<file path="config.mk">
export PLATFORM = sky130hd
export DESIGN_NAME = arx_receiver
export DESIGN_NICKNAME = d
export VERILOG_FILES = /design/src/arx_pkg.sv /design/src/arx_sampler.sv /design/src/arx_skid.sv /design/src/arx_receiver.sv
export SDC_FILE = /design/constraint.sdc
export NUM_CORES = 2
export LEC_CHECK = 0
export ABC_AREA = 1
export CORE_MARGIN = 2
export CORE_UTILIZATION = 30
export DETAILED_ROUTE_END_ITERATION = 10
export DONT_BUFFER_PORTS = 1
export GPL_TIMING_DRIVEN = 0
export PLACE_DENSITY = 0.42
export SETUP_SLACK_MARGIN = 0.15
export SLEW_MARGIN = 5
export SYNTH_ARGS = -nofsm -noshare
export SYNTH_HDL_FRONTEND = slang
export SYNTH_SLANG_ARGS = --single-unit
</file>
<file path="constraint.sdc">
create_clock -name ref_clk_i -period 2.5 [get_ports ref_clk_i]
set_input_delay 0.5 -clock ref_clk_i [delete_from_list [all_inputs] [get_ports ref_clk_i]]
set_output_delay 0.5 -clock ref_clk_i [all_outputs]
set_load 0.05 [all_outputs]
</file>
<file path="src/arx_pkg.sv">
// Constants and types shared by the ARINC 429 receive logic
package arx_pkg;
  // Sample clock derived from the 25 MHz reference
  localparam int REF_CLK_PERIOD_NS   = 40;
  localparam int ARINC_CLK_PERIOD_NS = 1000;
  localparam int CLKS_PER_ARINC      = ARINC_CLK_PERIOD_NS / REF_CLK_PERIOD_NS;
  localparam int LOW_SPEED_RATIO     = 8;
  localparam logic [7:0] DIV_HI_LAST = 8'(CLKS_PER_ARINC - 1);
  localparam logic [7:0] DIV_LO_LAST = 8'(CLKS_PER_ARINC * LOW_SPEED_RATIO - 1);
  // Sampling shift registers
  localparam int SHIFT_W = 10;
  localparam int HALF_W  = 5;
  // Bit spacing in samples, word gap probing
  localparam logic [3:0] BIT_MIN_SAMPLES = 4'h8;
  localparam logic [3:0] BIT_MAX_SAMPLES = 4'hc;
  localparam logic [3:0] GAP_EVERY_LAST  = 4'h9;  // 250 clocks fast, 2000 slow: 10 samples
  localparam logic [1:0] GAP_NULLS_LAST  = 2'h2;  // Third null releases
  localparam logic [4:0] LAST_BIT_IDX    = 5'h1f;
  localparam logic [31:0] WORD_RST       = 32'h0;
  // Receive FIFO
  localparam int FIFO_DEPTH              = 32;
  localparam logic [5:0] FIFO_FULL_CNT   = 6'h20;
  localparam logic [5:0] FIFO_HALF_CNT   = 6'h10;
  localparam logic FLAG_EMPTY_RST        = 1'b1;
  // Host instructions and status layout
  localparam logic [7:0] OP_READ_WORD    = 8'h08;
  localparam logic [7:0] OP_READ_STATUS  = 8'h0a;
  localparam int ST_EMPTY_POS            = 0;
  localparam int ST_HALF_POS             = 1;
  localparam int ST_FULL_POS             = 2;
  // Response buffer
  localparam logic [1:0] SKID_FULL_CNT   = 2'h2;
  typedef enum logic [1:0] {RX_GAP, RX_IDLE, RX_WORD} arx_state_type;
endpackage

</file>
<file path="src/arx_sampler.sv">
// Line state synchroniser, sampling shift registers and bit qualifier
`timescale 1ns/1ps
module arx_sampler (
  input  wire logic ref_clk_i,
  input  wire logic rst_i,
  input  wire logic clear_i,
  input  wire logic sample_i,
  input  wire logic line_one_i,
  input  wire logic line_zero_i,
  input  wire logic line_null_i,
  output logic      sample_o,
  output logic      bit_strobe_o,
  output logic      bit_value_o,
  output logic      gap_null_o
);
  import arx_pkg::*;
  logic [2:0]         s1_r, s2_r;
  logic [SHIFT_W-1:0] one_r, zero_r, null_r, one_nxt, zero_nxt, null_nxt;
  logic               prev_r, prev_nxt, stb_nxt, val_nxt, gap_nxt;
  logic               one_hi, zero_hi, null_hi, null_lo, data_det;

  function automatic logic run3(input logic [HALF_W-1:0] h);
    run3 = (h[4] & h[3] & h[2]) | (h[3] & h[2] & h[1]) | (h[2] & h[1] & h[0]);
  endfunction

  // Qualify runs of three: data in the upper half, null in both halves; shift all three bands each sample
  always_comb begin
    one_hi   = run3(one_r[SHIFT_W-1:HALF_W]);
    zero_hi  = run3(zero_r[SHIFT_W-1:HALF_W]);
    null_hi  = run3(null_r[SHIFT_W-1:HALF_W]);
    null_lo  = run3(null_r[HALF_W-1:0]);
    data_det = (one_hi || zero_hi) && null_lo;
    one_nxt  = one_r;
    zero_nxt = zero_r;
    null_nxt = null_r;
    prev_nxt = prev_r;
    stb_nxt  = 1'b0;
    val_nxt  = bit_value_o;
    gap_nxt  = gap_null_o;
    if (clear_i) begin
      one_nxt  = '0;
      zero_nxt = '0;
      null_nxt = '0;
      prev_nxt = 1'b0;
      gap_nxt  = 1'b0;
    end else if (sample_i) begin
      one_nxt  = {one_r[SHIFT_W-2:0], s2_r[0]};
      zero_nxt = {zero_r[SHIFT_W-2:0], s2_r[1] && !s2_r[0]};
      null_nxt = {null_r[SHIFT_W-2:0], s2_r[2] && !s2_r[1] && !s2_r[0]};
      prev_nxt = data_det;
      stb_nxt  = data_det && !prev_r;
      val_nxt  = one_hi;
      gap_nxt  = null_hi && null_lo;
    end
  end

  // Pin synchroniser and registers
  always_ff @(posedge ref_clk_i) begin
    if (rst_i) begin
      s1_r         <= '0;
      s2_r         <= '0;
      one_r        <= '0;
      zero_r       <= '0;
      null_r       <= '0;
      prev_r       <= 1'b0;
      sample_o     <= 1'b0;
      bit_strobe_o <= 1'b0;
      bit_value_o  <= 1'b0;
      gap_null_o   <= 1'b0;
    end else begin
      s1_r         <= {line_null_i, line_zero_i, line_one_i};
      s2_r         <= s1_r;
      one_r        <= one_nxt;
      zero_r       <= zero_nxt;
      null_r       <= null_nxt;
      prev_r       <= prev_nxt;
      sample_o     <= sample_i;
      bit_strobe_o <= stb_nxt;
      bit_value_o  <= val_nxt;
      gap_null_o   <= gap_nxt;
    end
  end
endmodule // arx_sampler

</file>
<file path="src/arx_skid.sv">
// Two-entry response buffer between the read path and the host
`timescale 1ns/1ps
module arx_skid (
  input  wire logic        ref_clk_i,
  input  wire logic        rst_i,
  input  wire logic        in_valid_i,
  input  wire logic [31:0] in_data_i,
  output logic             in_ready_o,
  output logic             out_valid_o,
  output logic [31:0]      out_data_o,
  input  wire logic        out_ready_i
);
  import arx_pkg::*;
  logic [1:0]  cnt_r, cnt_nxt;
  logic [31:0] tail_r, tail_nxt, head_nxt;
  logic        push, pop;

  // Head drives the output so a stall holds it steady
  always_comb begin
    push     = in_valid_i && in_ready_o;
    pop      = out_valid_o && out_ready_i;
    cnt_nxt  = cnt_r;
    head_nxt = out_data_o;
    tail_nxt = tail_r;
    unique case ({push, pop})
      2'b00: ;
      2'b10: begin
        if (cnt_r == 2'h0) head_nxt = in_data_i;
        else tail_nxt = in_data_i;
        cnt_nxt = cnt_r + 2'h1;
      end
      2'b01: begin
        head_nxt = tail_r;
        cnt_nxt  = cnt_r - 2'h1;
      end
      2'b11: begin
        if (cnt_r == 2'h1) begin
          head_nxt = in_data_i;
        end else begin
          head_nxt = tail_r;
          tail_nxt = in_data_i;
        end
      end
    endcase
  end

  // Entry count, data and registered handshakes
  always_ff @(posedge ref_clk_i) begin
    if (rst_i) begin
      cnt_r       <= '0;
      tail_r      <= '0;
      out_data_o  <= '0;
      out_valid_o <= 1'b0;
      in_ready_o  <= 1'b1;
    end else begin
      cnt_r       <= cnt_nxt;
      tail_r      <= tail_nxt;
      out_data_o  <= head_nxt;
      out_valid_o <= cnt_nxt != 2'h0;
      in_ready_o  <= cnt_nxt != SKID_FULL_CNT;
    end
  end
endmodule // arx_skid

</file>
<file path="src/arx_receiver.sv">
// ARINC 429 receive logic: bit timing, word gap, filtering, FIFO, host reads
`timescale 1ns/1ps
module arx_receiver (
  input  wire logic        ref_clk_i,
  input  wire logic        rst_i,
  input  wire logic        hard_clear_input_i,
  input  wire logic        line_one_i,
  input  wire logic        line_zero_i,
  input  wire logic        line_null_i,
  input  wire logic        rx_speed_low_i,
  input  wire logic        label_order_select_i,
  input  wire logic        label_filter_enable_i,
  input  wire logic        decode_check_enable_i,
  input  wire logic        sdi10_match_value_i,
  input  wire logic        sdi9_match_value_i,
  input  wire logic        rx_parity_check_enable_i,
  input  wire logic        rx_flag_select_i,
  input  wire logic        lut_wr_i,
  input  wire logic [7:0]  lut_addr_i,
  input  wire logic        lut_data_i,
  input  wire logic        cmd_valid_i,
  input  wire logic [7:0]  cmd_opcode_i,
  output logic             cmd_ready_o,
  output logic             rsp_valid_o,
  output logic [31:0]      rsp_data_o,
  input  wire logic        rsp_ready_i,
  output logic             end_of_word_strobe_o,
  output logic             data_ready_o,
  output logic             rx_fifo_empty_flag_o,
  output logic             rx_fifo_half_flag_o,
  output logic             rx_fifo_full_flag_o,
  output logic             receive_flag_pin_o
);
  import arx_pkg::*;
  // Synchroniser, tick, word assembly, label table, FIFO and read path state
  logic                hclr_s1_r, hclr_s2_r, clr, tick_r, tick_nxt;
  logic                smp, bit_stb, bit_val, gap_null, eos_r, eos_nxt;
  logic [7:0]          div_r, div_nxt;
  arx_state_type       state_r, state_nxt;
  logic [4:0]          bit_cnt_r, bit_cnt_nxt;
  logic [3:0]          since_r, since_nxt, spacing, gap_div_r, gap_div_nxt;
  logic [1:0]          gap_cnt_r, gap_cnt_nxt;
  logic [31:0]         word_r, word_nxt, push_data;
  logic [255:0]        lut_r, lut_nxt;
  logic                label_ok, sdi_ok, push, pop;
  logic [31:0]         mem_r [FIFO_DEPTH];
  logic [31:0]         mem_nxt [FIFO_DEPTH];
  logic [4:0]          wr_ptr_r, wr_ptr_nxt, rd_ptr_r, rd_ptr_nxt;
  logic [5:0]          count_r, count_nxt;
  logic                empty_r, half_r, full_r, receive_flag_pin_r, dready_r;
  logic                cmd_fire, rd_word, rd_stat, skid_valid;
  logic [31:0]         head, label_rev, mapped, status_word, skid_data;

  assign clr  = hclr_s2_r;
  assign head = mem_r[rd_ptr_r];
  // Sample tick: 25 clocks fast, 200 clocks slow
  always_comb begin
    div_nxt  = div_r + 8'h01;
    tick_nxt = 1'b0;
    if (clr) begin
      div_nxt = '0;
    end else if (div_r >= (rx_speed_low_i ? DIV_LO_LAST : DIV_HI_LAST)) begin
      div_nxt  = '0;
      tick_nxt = 1'b1;
    end
  end
  always_ff @(posedge ref_clk_i) begin
    if (rst_i) begin
      hclr_s1_r <= 1'b0;
      hclr_s2_r <= 1'b0;
      div_r     <= '0;
      tick_r    <= 1'b0;
    end else begin
      hclr_s1_r <= hard_clear_input_i;
      hclr_s2_r <= hclr_s1_r;
      div_r     <= div_nxt;
      tick_r    <= tick_nxt;
    end
  end

  arx_sampler u_sampler (
    .ref_clk_i    (ref_clk_i),
    .rst_i        (rst_i),
    .clear_i      (clr),
    .sample_i     (tick_r),
    .line_one_i   (line_one_i),
    .line_zero_i  (line_zero_i),
    .line_null_i  (line_null_i),
    .sample_o     (smp),
    .bit_strobe_o (bit_stb),
    .bit_value_o  (bit_val),
    .gap_null_o   (gap_null)
  );
  // Word assembly, bit spacing check and word gap counter
  always_comb begin
    spacing     = since_r + 4'h1;
    state_nxt   = state_r;
    bit_cnt_nxt = bit_cnt_r;
    since_nxt   = since_r;
    gap_div_nxt = gap_div_r;
    gap_cnt_nxt = gap_cnt_r;
    word_nxt    = word_r;
    eos_nxt     = 1'b0;
    if (clr) begin
      state_nxt   = RX_GAP;
      bit_cnt_nxt = '0;
      since_nxt   = '0;
      gap_div_nxt = '0;
      gap_cnt_nxt = '0;
    end else if (smp) begin
      unique case (state_r)
        RX_GAP: begin
          gap_div_nxt = gap_div_r + 4'h1;
          if (gap_div_r == GAP_EVERY_LAST) begin
            gap_div_nxt = '0;
            if (!gap_null) begin
              gap_cnt_nxt = '0;
            end else if (gap_cnt_r == GAP_NULLS_LAST) begin
              gap_cnt_nxt = '0;
              state_nxt   = RX_IDLE;
            end else begin
              gap_cnt_nxt = gap_cnt_r + 2'h1;
            end
          end
        end
        RX_IDLE: begin
          if (bit_stb) begin
            word_nxt    = WORD_RST;
            word_nxt[0] = bit_val;
            bit_cnt_nxt = 5'h01;
            since_nxt   = '0;
            state_nxt   = RX_WORD;
          end
        end
        RX_WORD: begin
          if (bit_stb) begin
            since_nxt = '0;
            if (spacing < BIT_MIN_SAMPLES || spacing > BIT_MAX_SAMPLES) begin
              state_nxt = RX_GAP;
            end else begin
              word_nxt[bit_cnt_r] = bit_val;
              bit_cnt_nxt         = bit_cnt_r + 5'h01;
              if (bit_cnt_r == LAST_BIT_IDX) begin
                eos_nxt   = 1'b1;
                state_nxt = RX_GAP;
              end
            end
          end else if (spacing > BIT_MAX_SAMPLES) begin
            state_nxt = RX_GAP;
          end else begin
            since_nxt = spacing;
          end
        end
        default: state_nxt = RX_GAP;
      endcase
    end
  end
  always_ff @(posedge ref_clk_i) begin
    if (rst_i) begin
      state_r   <= RX_GAP;
      bit_cnt_r <= '0;
      since_r   <= '0;
      gap_div_r <= '0;
      gap_cnt_r <= '0;
      word_r    <= WORD_RST;
      eos_r     <= 1'b0;
    end else begin
      state_r   <= state_nxt;
      bit_cnt_r <= bit_cnt_nxt;
      since_r   <= since_nxt;
      gap_div_r <= gap_div_nxt;
      gap_cnt_r <= gap_cnt_nxt;
      word_r    <= word_nxt;
      eos_r     <= eos_nxt;
    end
  end

  // Label table written by the host
  always_comb begin
    lut_nxt = lut_r;
    if (lut_wr_i) lut_nxt[lut_addr_i] = lut_data_i;
  end
  always_ff @(posedge ref_clk_i) begin
    if (rst_i) lut_r <= '0;
    else lut_r <= lut_nxt;
  end

  // Acceptance filters and parity marking of the finished word
  always_comb begin
    label_ok = !label_filter_enable_i || lut_r[word_r[7:0]];
    sdi_ok   = !decode_check_enable_i ||
               (word_r[9] == sdi10_match_value_i && word_r[8] == sdi9_match_value_i);
    push     = eos_r && label_ok && sdi_ok && !clr;
    push_data = word_r;
    if (rx_parity_check_enable_i) push_data[31] = ~(^word_r);
  end

  // Label bits reversed for the default order
  genvar gi;
  generate
    for (gi = 0; gi < 8; gi++) begin : g_label
      assign label_rev[gi] = head[7-gi];
    end
  endgenerate
  assign label_rev[31:8] = head[31:8];

  // Host command decode and response word
  always_comb begin
    mapped      = label_order_select_i ? head : label_rev;
    cmd_fire    = cmd_valid_i && cmd_ready_o;
    rd_word     = cmd_fire && cmd_opcode_i == OP_READ_WORD;
    rd_stat     = cmd_fire && cmd_opcode_i == OP_READ_STATUS;
    pop         = rd_word && !empty_r && !clr;
    status_word = '0;
    status_word[ST_EMPTY_POS] = empty_r;
    status_word[ST_HALF_POS]  = half_r;
    status_word[ST_FULL_POS]  = full_r;
    skid_valid  = rd_word || rd_stat;
    skid_data   = rd_stat ? status_word : (empty_r ? WORD_RST : mapped);
  end

  arx_skid u_skid (
    .ref_clk_i   (ref_clk_i),
    .rst_i       (rst_i),
    .in_valid_i  (skid_valid),
    .in_data_i   (skid_data),
    .in_ready_o  (cmd_ready_o),
    .out_valid_o (rsp_valid_o),
    .out_data_o  (rsp_data_o),
    .out_ready_i (rsp_ready_i)
  );

  // FIFO pointers, storage and flags
  always_comb begin
    mem_nxt    = mem_r;
    wr_ptr_nxt = wr_ptr_r;
    rd_ptr_nxt = rd_ptr_r;
    count_nxt  = count_r;
    if (clr) begin
      wr_ptr_nxt = '0;
      rd_ptr_nxt = '0;
      count_nxt  = '0;
    end else begin
      if (pop) rd_ptr_nxt = rd_ptr_r + 5'h01;
      if (push) begin
        if (full_r && !pop) begin
          mem_nxt[wr_ptr_r - 5'h01] = push_data;
        end else begin
          mem_nxt[wr_ptr_r] = push_data;
          wr_ptr_nxt        = wr_ptr_r + 5'h01;
        end
      end
      if (push && !pop && !full_r) count_nxt = count_r + 6'h01;
      else if (pop && !push) count_nxt = count_r - 6'h01;
    end
  end
  always_ff @(posedge ref_clk_i) begin
    if (rst_i) begin
      mem_r    <= '{default: '0};
      wr_ptr_r <= '0;
      rd_ptr_r <= '0;
      count_r  <= '0;
      empty_r  <= FLAG_EMPTY_RST;
      half_r   <= 1'b0;
      full_r   <= 1'b0;
      receive_flag_pin_r  <= FLAG_EMPTY_RST;
      dready_r <= 1'b0;
    end else begin
      mem_r    <= mem_nxt;
      wr_ptr_r <= wr_ptr_nxt;
      rd_ptr_r <= rd_ptr_nxt;
      count_r  <= count_nxt;
      empty_r  <= count_nxt == '0;
      half_r   <= count_nxt >= FIFO_HALF_CNT;
      full_r   <= count_nxt == FIFO_FULL_CNT;
      receive_flag_pin_r  <= rx_flag_select_i ? (count_nxt == FIFO_FULL_CNT) : (count_nxt == '0);
      dready_r <= count_nxt != '0;
    end
  end

  assign end_of_word_strobe_o = eos_r;
  assign data_ready_o         = dready_r;
  assign rx_fifo_empty_flag_o = empty_r;
  assign rx_fifo_half_flag_o  = half_r;
  assign rx_fifo_full_flag_o  = full_r;
  assign receive_flag_pin_o   = receive_flag_pin_r;
endmodule // arx_receiver

</file>
# After elaboration in Yosys (flattened, before gate mapping)
# Cells that the tools add are included.
# totals
n_memories,0
in_bits,34
mem_bits_ro,0
out_inout_bits,40
reg_bits,1471
wordCells,286
latch_bits,0
ramBits,0
# op_classes
muxes,60
multipliers,0
magnitude_cmp,14
eq_ne,27
n_reduce_logical,64
bitwise_logic,42
n_shift,0
add_sub_neg,12
div_mod_pow,0
# op_table
op,count
$bwmux 1024,2
$mux 1024,1
$mux 32,13
$demux 32 s5,2
$bwmux 256,1
$bmux 32 s5,1
$pmux 32 s2,2
$pmux 32 s3,1
$bwmux 32,1
$reduce_xor 32->1,1
$logic_and 1x1->1,25
$and 1x1->1,24
$mux 2,10
$ge 6x6->1 const B,3
$lt 8x9->1 const B,2
$mux 6,3
$not 5->6,3
$eq 8x4->1 const B,2
$mux 4,4
$mux 8,2
$add 5x1->5 const B,3
$mux 5,3
$lt 6x1->1 const B,2
$ne 2x2->1 const B,6
49 further kinds,102

# Logic depth before layout (Yosys ltp)
# logic_depth
depth_word,13
depth_mapped,28
ltp_nobuf,23

# Modules after synthesis
# From an unflattened synthesis, not the netlist that was laid out.
# unflattened
hier_cells,9667
area_unflattened_um2,67750.0
# by_module_without_submodules
mod,cells_per_inst,area_per_inst_um2,n_inst,seq_area_each_um2
arx_receiver,8865,62596.3,1,27266.2
arx_skid,620,3634.7,1,1361.3
arx_sampler,182,1519.0,1,820.8

# Worst setup path before layout
# Ideal clock, no wire load.
# synth_path
path_kind,reg2reg
from,register u_skid.in_ready_o
to,register mem_r[727] (netlist bit)
path_slack_ns,-0.367
t_arrival_ns,2.797
period_less_slack_ns,2.867
required_time_ns,2.430
path_buffers,3
setup_ns,0.070
path_stages_with_launch,12
cell_sequence,dfxtp_1 > nand2_1 > nor3_1 > nand4_1 > nand2_1 > buf_1 > clkbuf_1 > a31oi_1 > nor2_2 > clkbuf_1 > o21ai_0 > a21oi_1
# synth_via
elab_chain_cells,7
# synth_rtl
element,line,source
"start, declared",arx_skid.sv:8,"output logic in_ready_o,"
"start signal, assigned",arx_skid.sv:54,in_ready_o <= 1'b1;
"start signal, assigned",arx_skid.sv:60,in_ready_o <= cnt_nxt != SKID_FULL_CNT;
$logic_and 1x1->1,arx_receiver.sv:210,cmd_fire = cmd_valid_i && cmd_ready_o;
$logic_and 1x1->1,arx_receiver.sv:211,rd_word = cmd_fire && cmd_opcode_i == OP_READ_WORD;
$logic_and 1x1->1 (2 in a row),arx_receiver.sv:213,pop = rd_word && !empty_r && !clr;
$logic_not 1->1,arx_receiver.sv:246,if (full_r && !pop) begin
$logic_and 1x1->1,arx_receiver.sv:246,
$mux 1024,arx_receiver.sv:246,
"end signal, assigned",arx_receiver.sv:269,mem_r <= mem_nxt;
"end, declared",arx_receiver.sv:46,logic [31:0] mem_r [FIFO_DEPTH];
# No other way between the ends.
# A chain may end at the register's enable or synchronous reset.

# Final worst setup path
# layout_path
from,register word_r[0]
to,register mem_r[779] (netlist bit)
# layout_via
elab_chain_cells,7
# layout_rtl
element,line,source
"start, declared",arx_receiver.sv:43,"logic [31:0] word_r, word_nxt, push_data;"
"start signal, assigned",arx_receiver.sv:173,word_r <= word_nxt;
$bmux 1 s8,arx_receiver.sv:190,label_ok = !label_filter_enable_i || lut_r[word_r[7:0]];
$mux 1 (implied by the code),arx_receiver.sv:190,
$logic_or 1x1->1,arx_receiver.sv:190,
$logic_and 1x1->1 (3 in a row),arx_receiver.sv:193,push = eos_r && label_ok && sdi_ok && !clr;
$reduce_and 2->1 (no source line),-,
# No other way between the ends. The select of a mux whose other input is x is not followed.

==> run metrics <==
outcome=finished, violations left; failing checks=capacitance limit, slew limit, setup timing; DRT Pass-1 Iters=7; CP startpoint kind=flop; mapped cell area=65700 um^2; Power Density=625 nW/um^2; Critical-path top delay cell=dfxtp_4; initial antenna violation count=50; met1 GRT Util=49.3%; first-pass GRT wire length=570000 um; Cells after Synth=9198; 1st-iter DRT viols=10963; commonest non-fill, non-tap cells in the layout=a21oi_1 (1495), dfxtp_1 (1461), o21ai_0 (1306); drt via density=5.96; core area=~220000 um^2; post-synthesis sequential area ratio=between 40 and 50%; Worst EP required=3270 ps; post-place setup slack=-3500 ps; CP Buf/Inv Count=10; FMAX=0.270 GHz; syn nets=just over 9000; HP Class=input pin to flop; crit path DAT=~4500 ps; die area=223000 um^2; met3 usage=around 11%; CTS Buffer Depth=3; total power=52.3 mW; DR vias=approximately 75000; RSZ-0062 raised after global routing=yes; most used cell, CP=buf_12; gr busiest metal=met2; met2 usage=51.6%; Final Skew=38.8 ps; register bit total from synthesis=1471; leakage power total=~30 nW; drt drc=0; Nets=approximately 9600; vias in the first global route=67687; clk sinks=1471; Area Growth Syn to Fin=27.3%; fin. max-slew vios=109; initial core utilization=30.2%; Final Setup Violations=1225; routed len/inst=34.2 um; later-pin clock latency in the skew report=880 ps; CTS Root Cell=clkbuf_16; largest net degree at the start of global routing=17; Die Y=between 400 and 500 um; post-DP HPWL=306000 um; overall die width=472 um; CTS Buf Count=177; share of layout cells above drive strength 1=14.0%; maxcap violations=12; Avg Cell Area, Syn=about 7.1 um^2; H-tree Lvls=4; final WL=roughly 430000 um; crit-path max FO=10; Tmin final=between 3000 and 4000 ps; Max IR drop VDD=roughly 0.64 mV; GPL Wtd Cong=about 1.1; Setup CP Type=flop to flop; Worst Tran Pin Value=1600 ps; num ports=74; Total GRT Usage=36.8%; commonest non-fill, non-tap cell in the layout=a21oi_1; Worst path top cell family by delay=buffers and inverters; number of library cell types mapped by synthesis=43; Setup WS post-layout=-1200 ps; Final ANT Viol Nets=0; Fin Hold WS=33.4 ps; Synthesis Warnings=0; crit share post-route=148%; grt ovf=0; Slew HR=-6.83%; Fin. Hold Viols=0; CTS tree=built; crit-path max cell delay=around 390 ps; Reg clk slew, reported paths=~60 ps; std cell rows=171; Port Buffers=0; Util after Layout=38.5%; CP Capture Type=flop
[cell type report]
cell class	count	area, um^2
Multi-Input combinational cell	6011	31500
Fill cell	23027	134000
Clock buffer	265	5320
Sequential cell	1471	29500
Timing Repair Buffer	200	2690
Antenna cell	34	85.1
Tap cell	2854	3570
Buffer	859	7070
Inverter	858	3340
Clock inverter	50	619
[tightest hold or removal path: stages]
cell and delay, ps:
nor3_1 30, nand4_1 210, a21oi_1 100
[report_power, final]
group / total (mW) / internal (mW) / switching [mW]
combinational: 1.47 / 0.268 / 1.21
sequential: 23.5 / 23.5 / 0.0251
clock: 27.3 / 15.8 / 11.6
total: 52.3 / 39.5 / 12.8
[repair_timing]
| action | in CTS | in global routing |
|---|---|---|
| cloned | 4 | 22 |
| endpoints found under the setup margin | 1251 | 1275 |
| hold buffers | 6 | 0 |
| gates resized for setup | 1032 | 692 |
| pin swaps | 118 | 25 |
| hold endpoints to repair | 7 | 0 |
| setup buffers | 102 | 56 |
[per-stage QoR]
step / instance area [um^2] / TNS [ps] / instances
global route: 83600 / -1135970 / 12571
finish: 83700 / -1078210 / 12602
CTS: 80700 / -1076840 / 12490
global placement: 69900 / -2613430 / 12052
floorplan: 66300 / -20210 / 9198
detailed placement: 70200 / -2478000 / 12063
[cells by family after synthesis]
family	Yosys count	share of synthesized area [%]
AOI/OAI and AO/OA	3646	28.9
xor gates and xnor gates	46	0.613
adders and majority gates	35	0.666
buffers and inverters	1717	10.0
DFF	1471	44.8
and+or+nand+nor	2283	15.0
[sequential cells by signal, summed over array words and instances (netlist names), 10 cells and up]
signal and count:
u_skid.out_data_o 32, u_skid.tail_r 32, u_sampler.null_r 10, u_sampler.one_r 10
mem_r 1024, lut_r 256, u_sampler.zero_r 10, word_r 32
[final timing paths]
check                                       start                end  slack (ps)  cells after the start
worst max-delay path                    word_r[0]         mem_r[779]       -1200                     26
worst max register to register          word_r[0]         mem_r[779]       -1200                     26
worst min register to register  u_sampler.s1_r[2]  u_sampler.s2_r[2]         390                      2
worst min-delay path              cmd_opcode_i[1]        rd_ptr_r[1]          30                      3
[metal layers]
layer	part of all wire, %	wire length, um
met4	6.8	29500
met1	41	176000
met5	0.077	330
met2	40	171000
met3	13	54200
[synthesized netlist by cell type, drive strengths merged]
cell | number | area share [%]
o21ai | 1777 | 14
a21oi | 1549 | 12
dfxtp | 1471 | 45
nand2 | 861 | 5.0
inv | 843 | 4.8
clkbuf | 711 | 4.1
nor2 | 564 | 3.3
nand3 | 416 | 3.2
nor3 | 328 | 2.5
buf | 148 | 1.1
o22ai | 122 | 1.2
o211ai | 99 | 1.1
nand4 | 94 | 0.89
a211oi | 41 | 0.47
ha | 35 | 0.67
a31oi | 32 | 0.30
xnor2 | 27 | 0.36
xor2 | 19 | 0.25
o31ai | 16 | 0.18
clkinv | 15 | 0.086
nor4 | 9 | 0.086
nor3b | 5 | 0.057
o32ai | 3 | 0.13
or2 | 3 | 0.029
nand3b | 2 | 0.023
a21boi | 1 | 0.011
a22oi | 1 | 0.011
a2bb2oi | 1 | 0.040
a31o | 1 | 0.013
and3 | 1 | 0.0095
o21a | 1 | 0.011
o21bai | 1 | 0.017
o221ai | 1 | 0.013
Note: power is estimated with default switching activity, not from simulation.
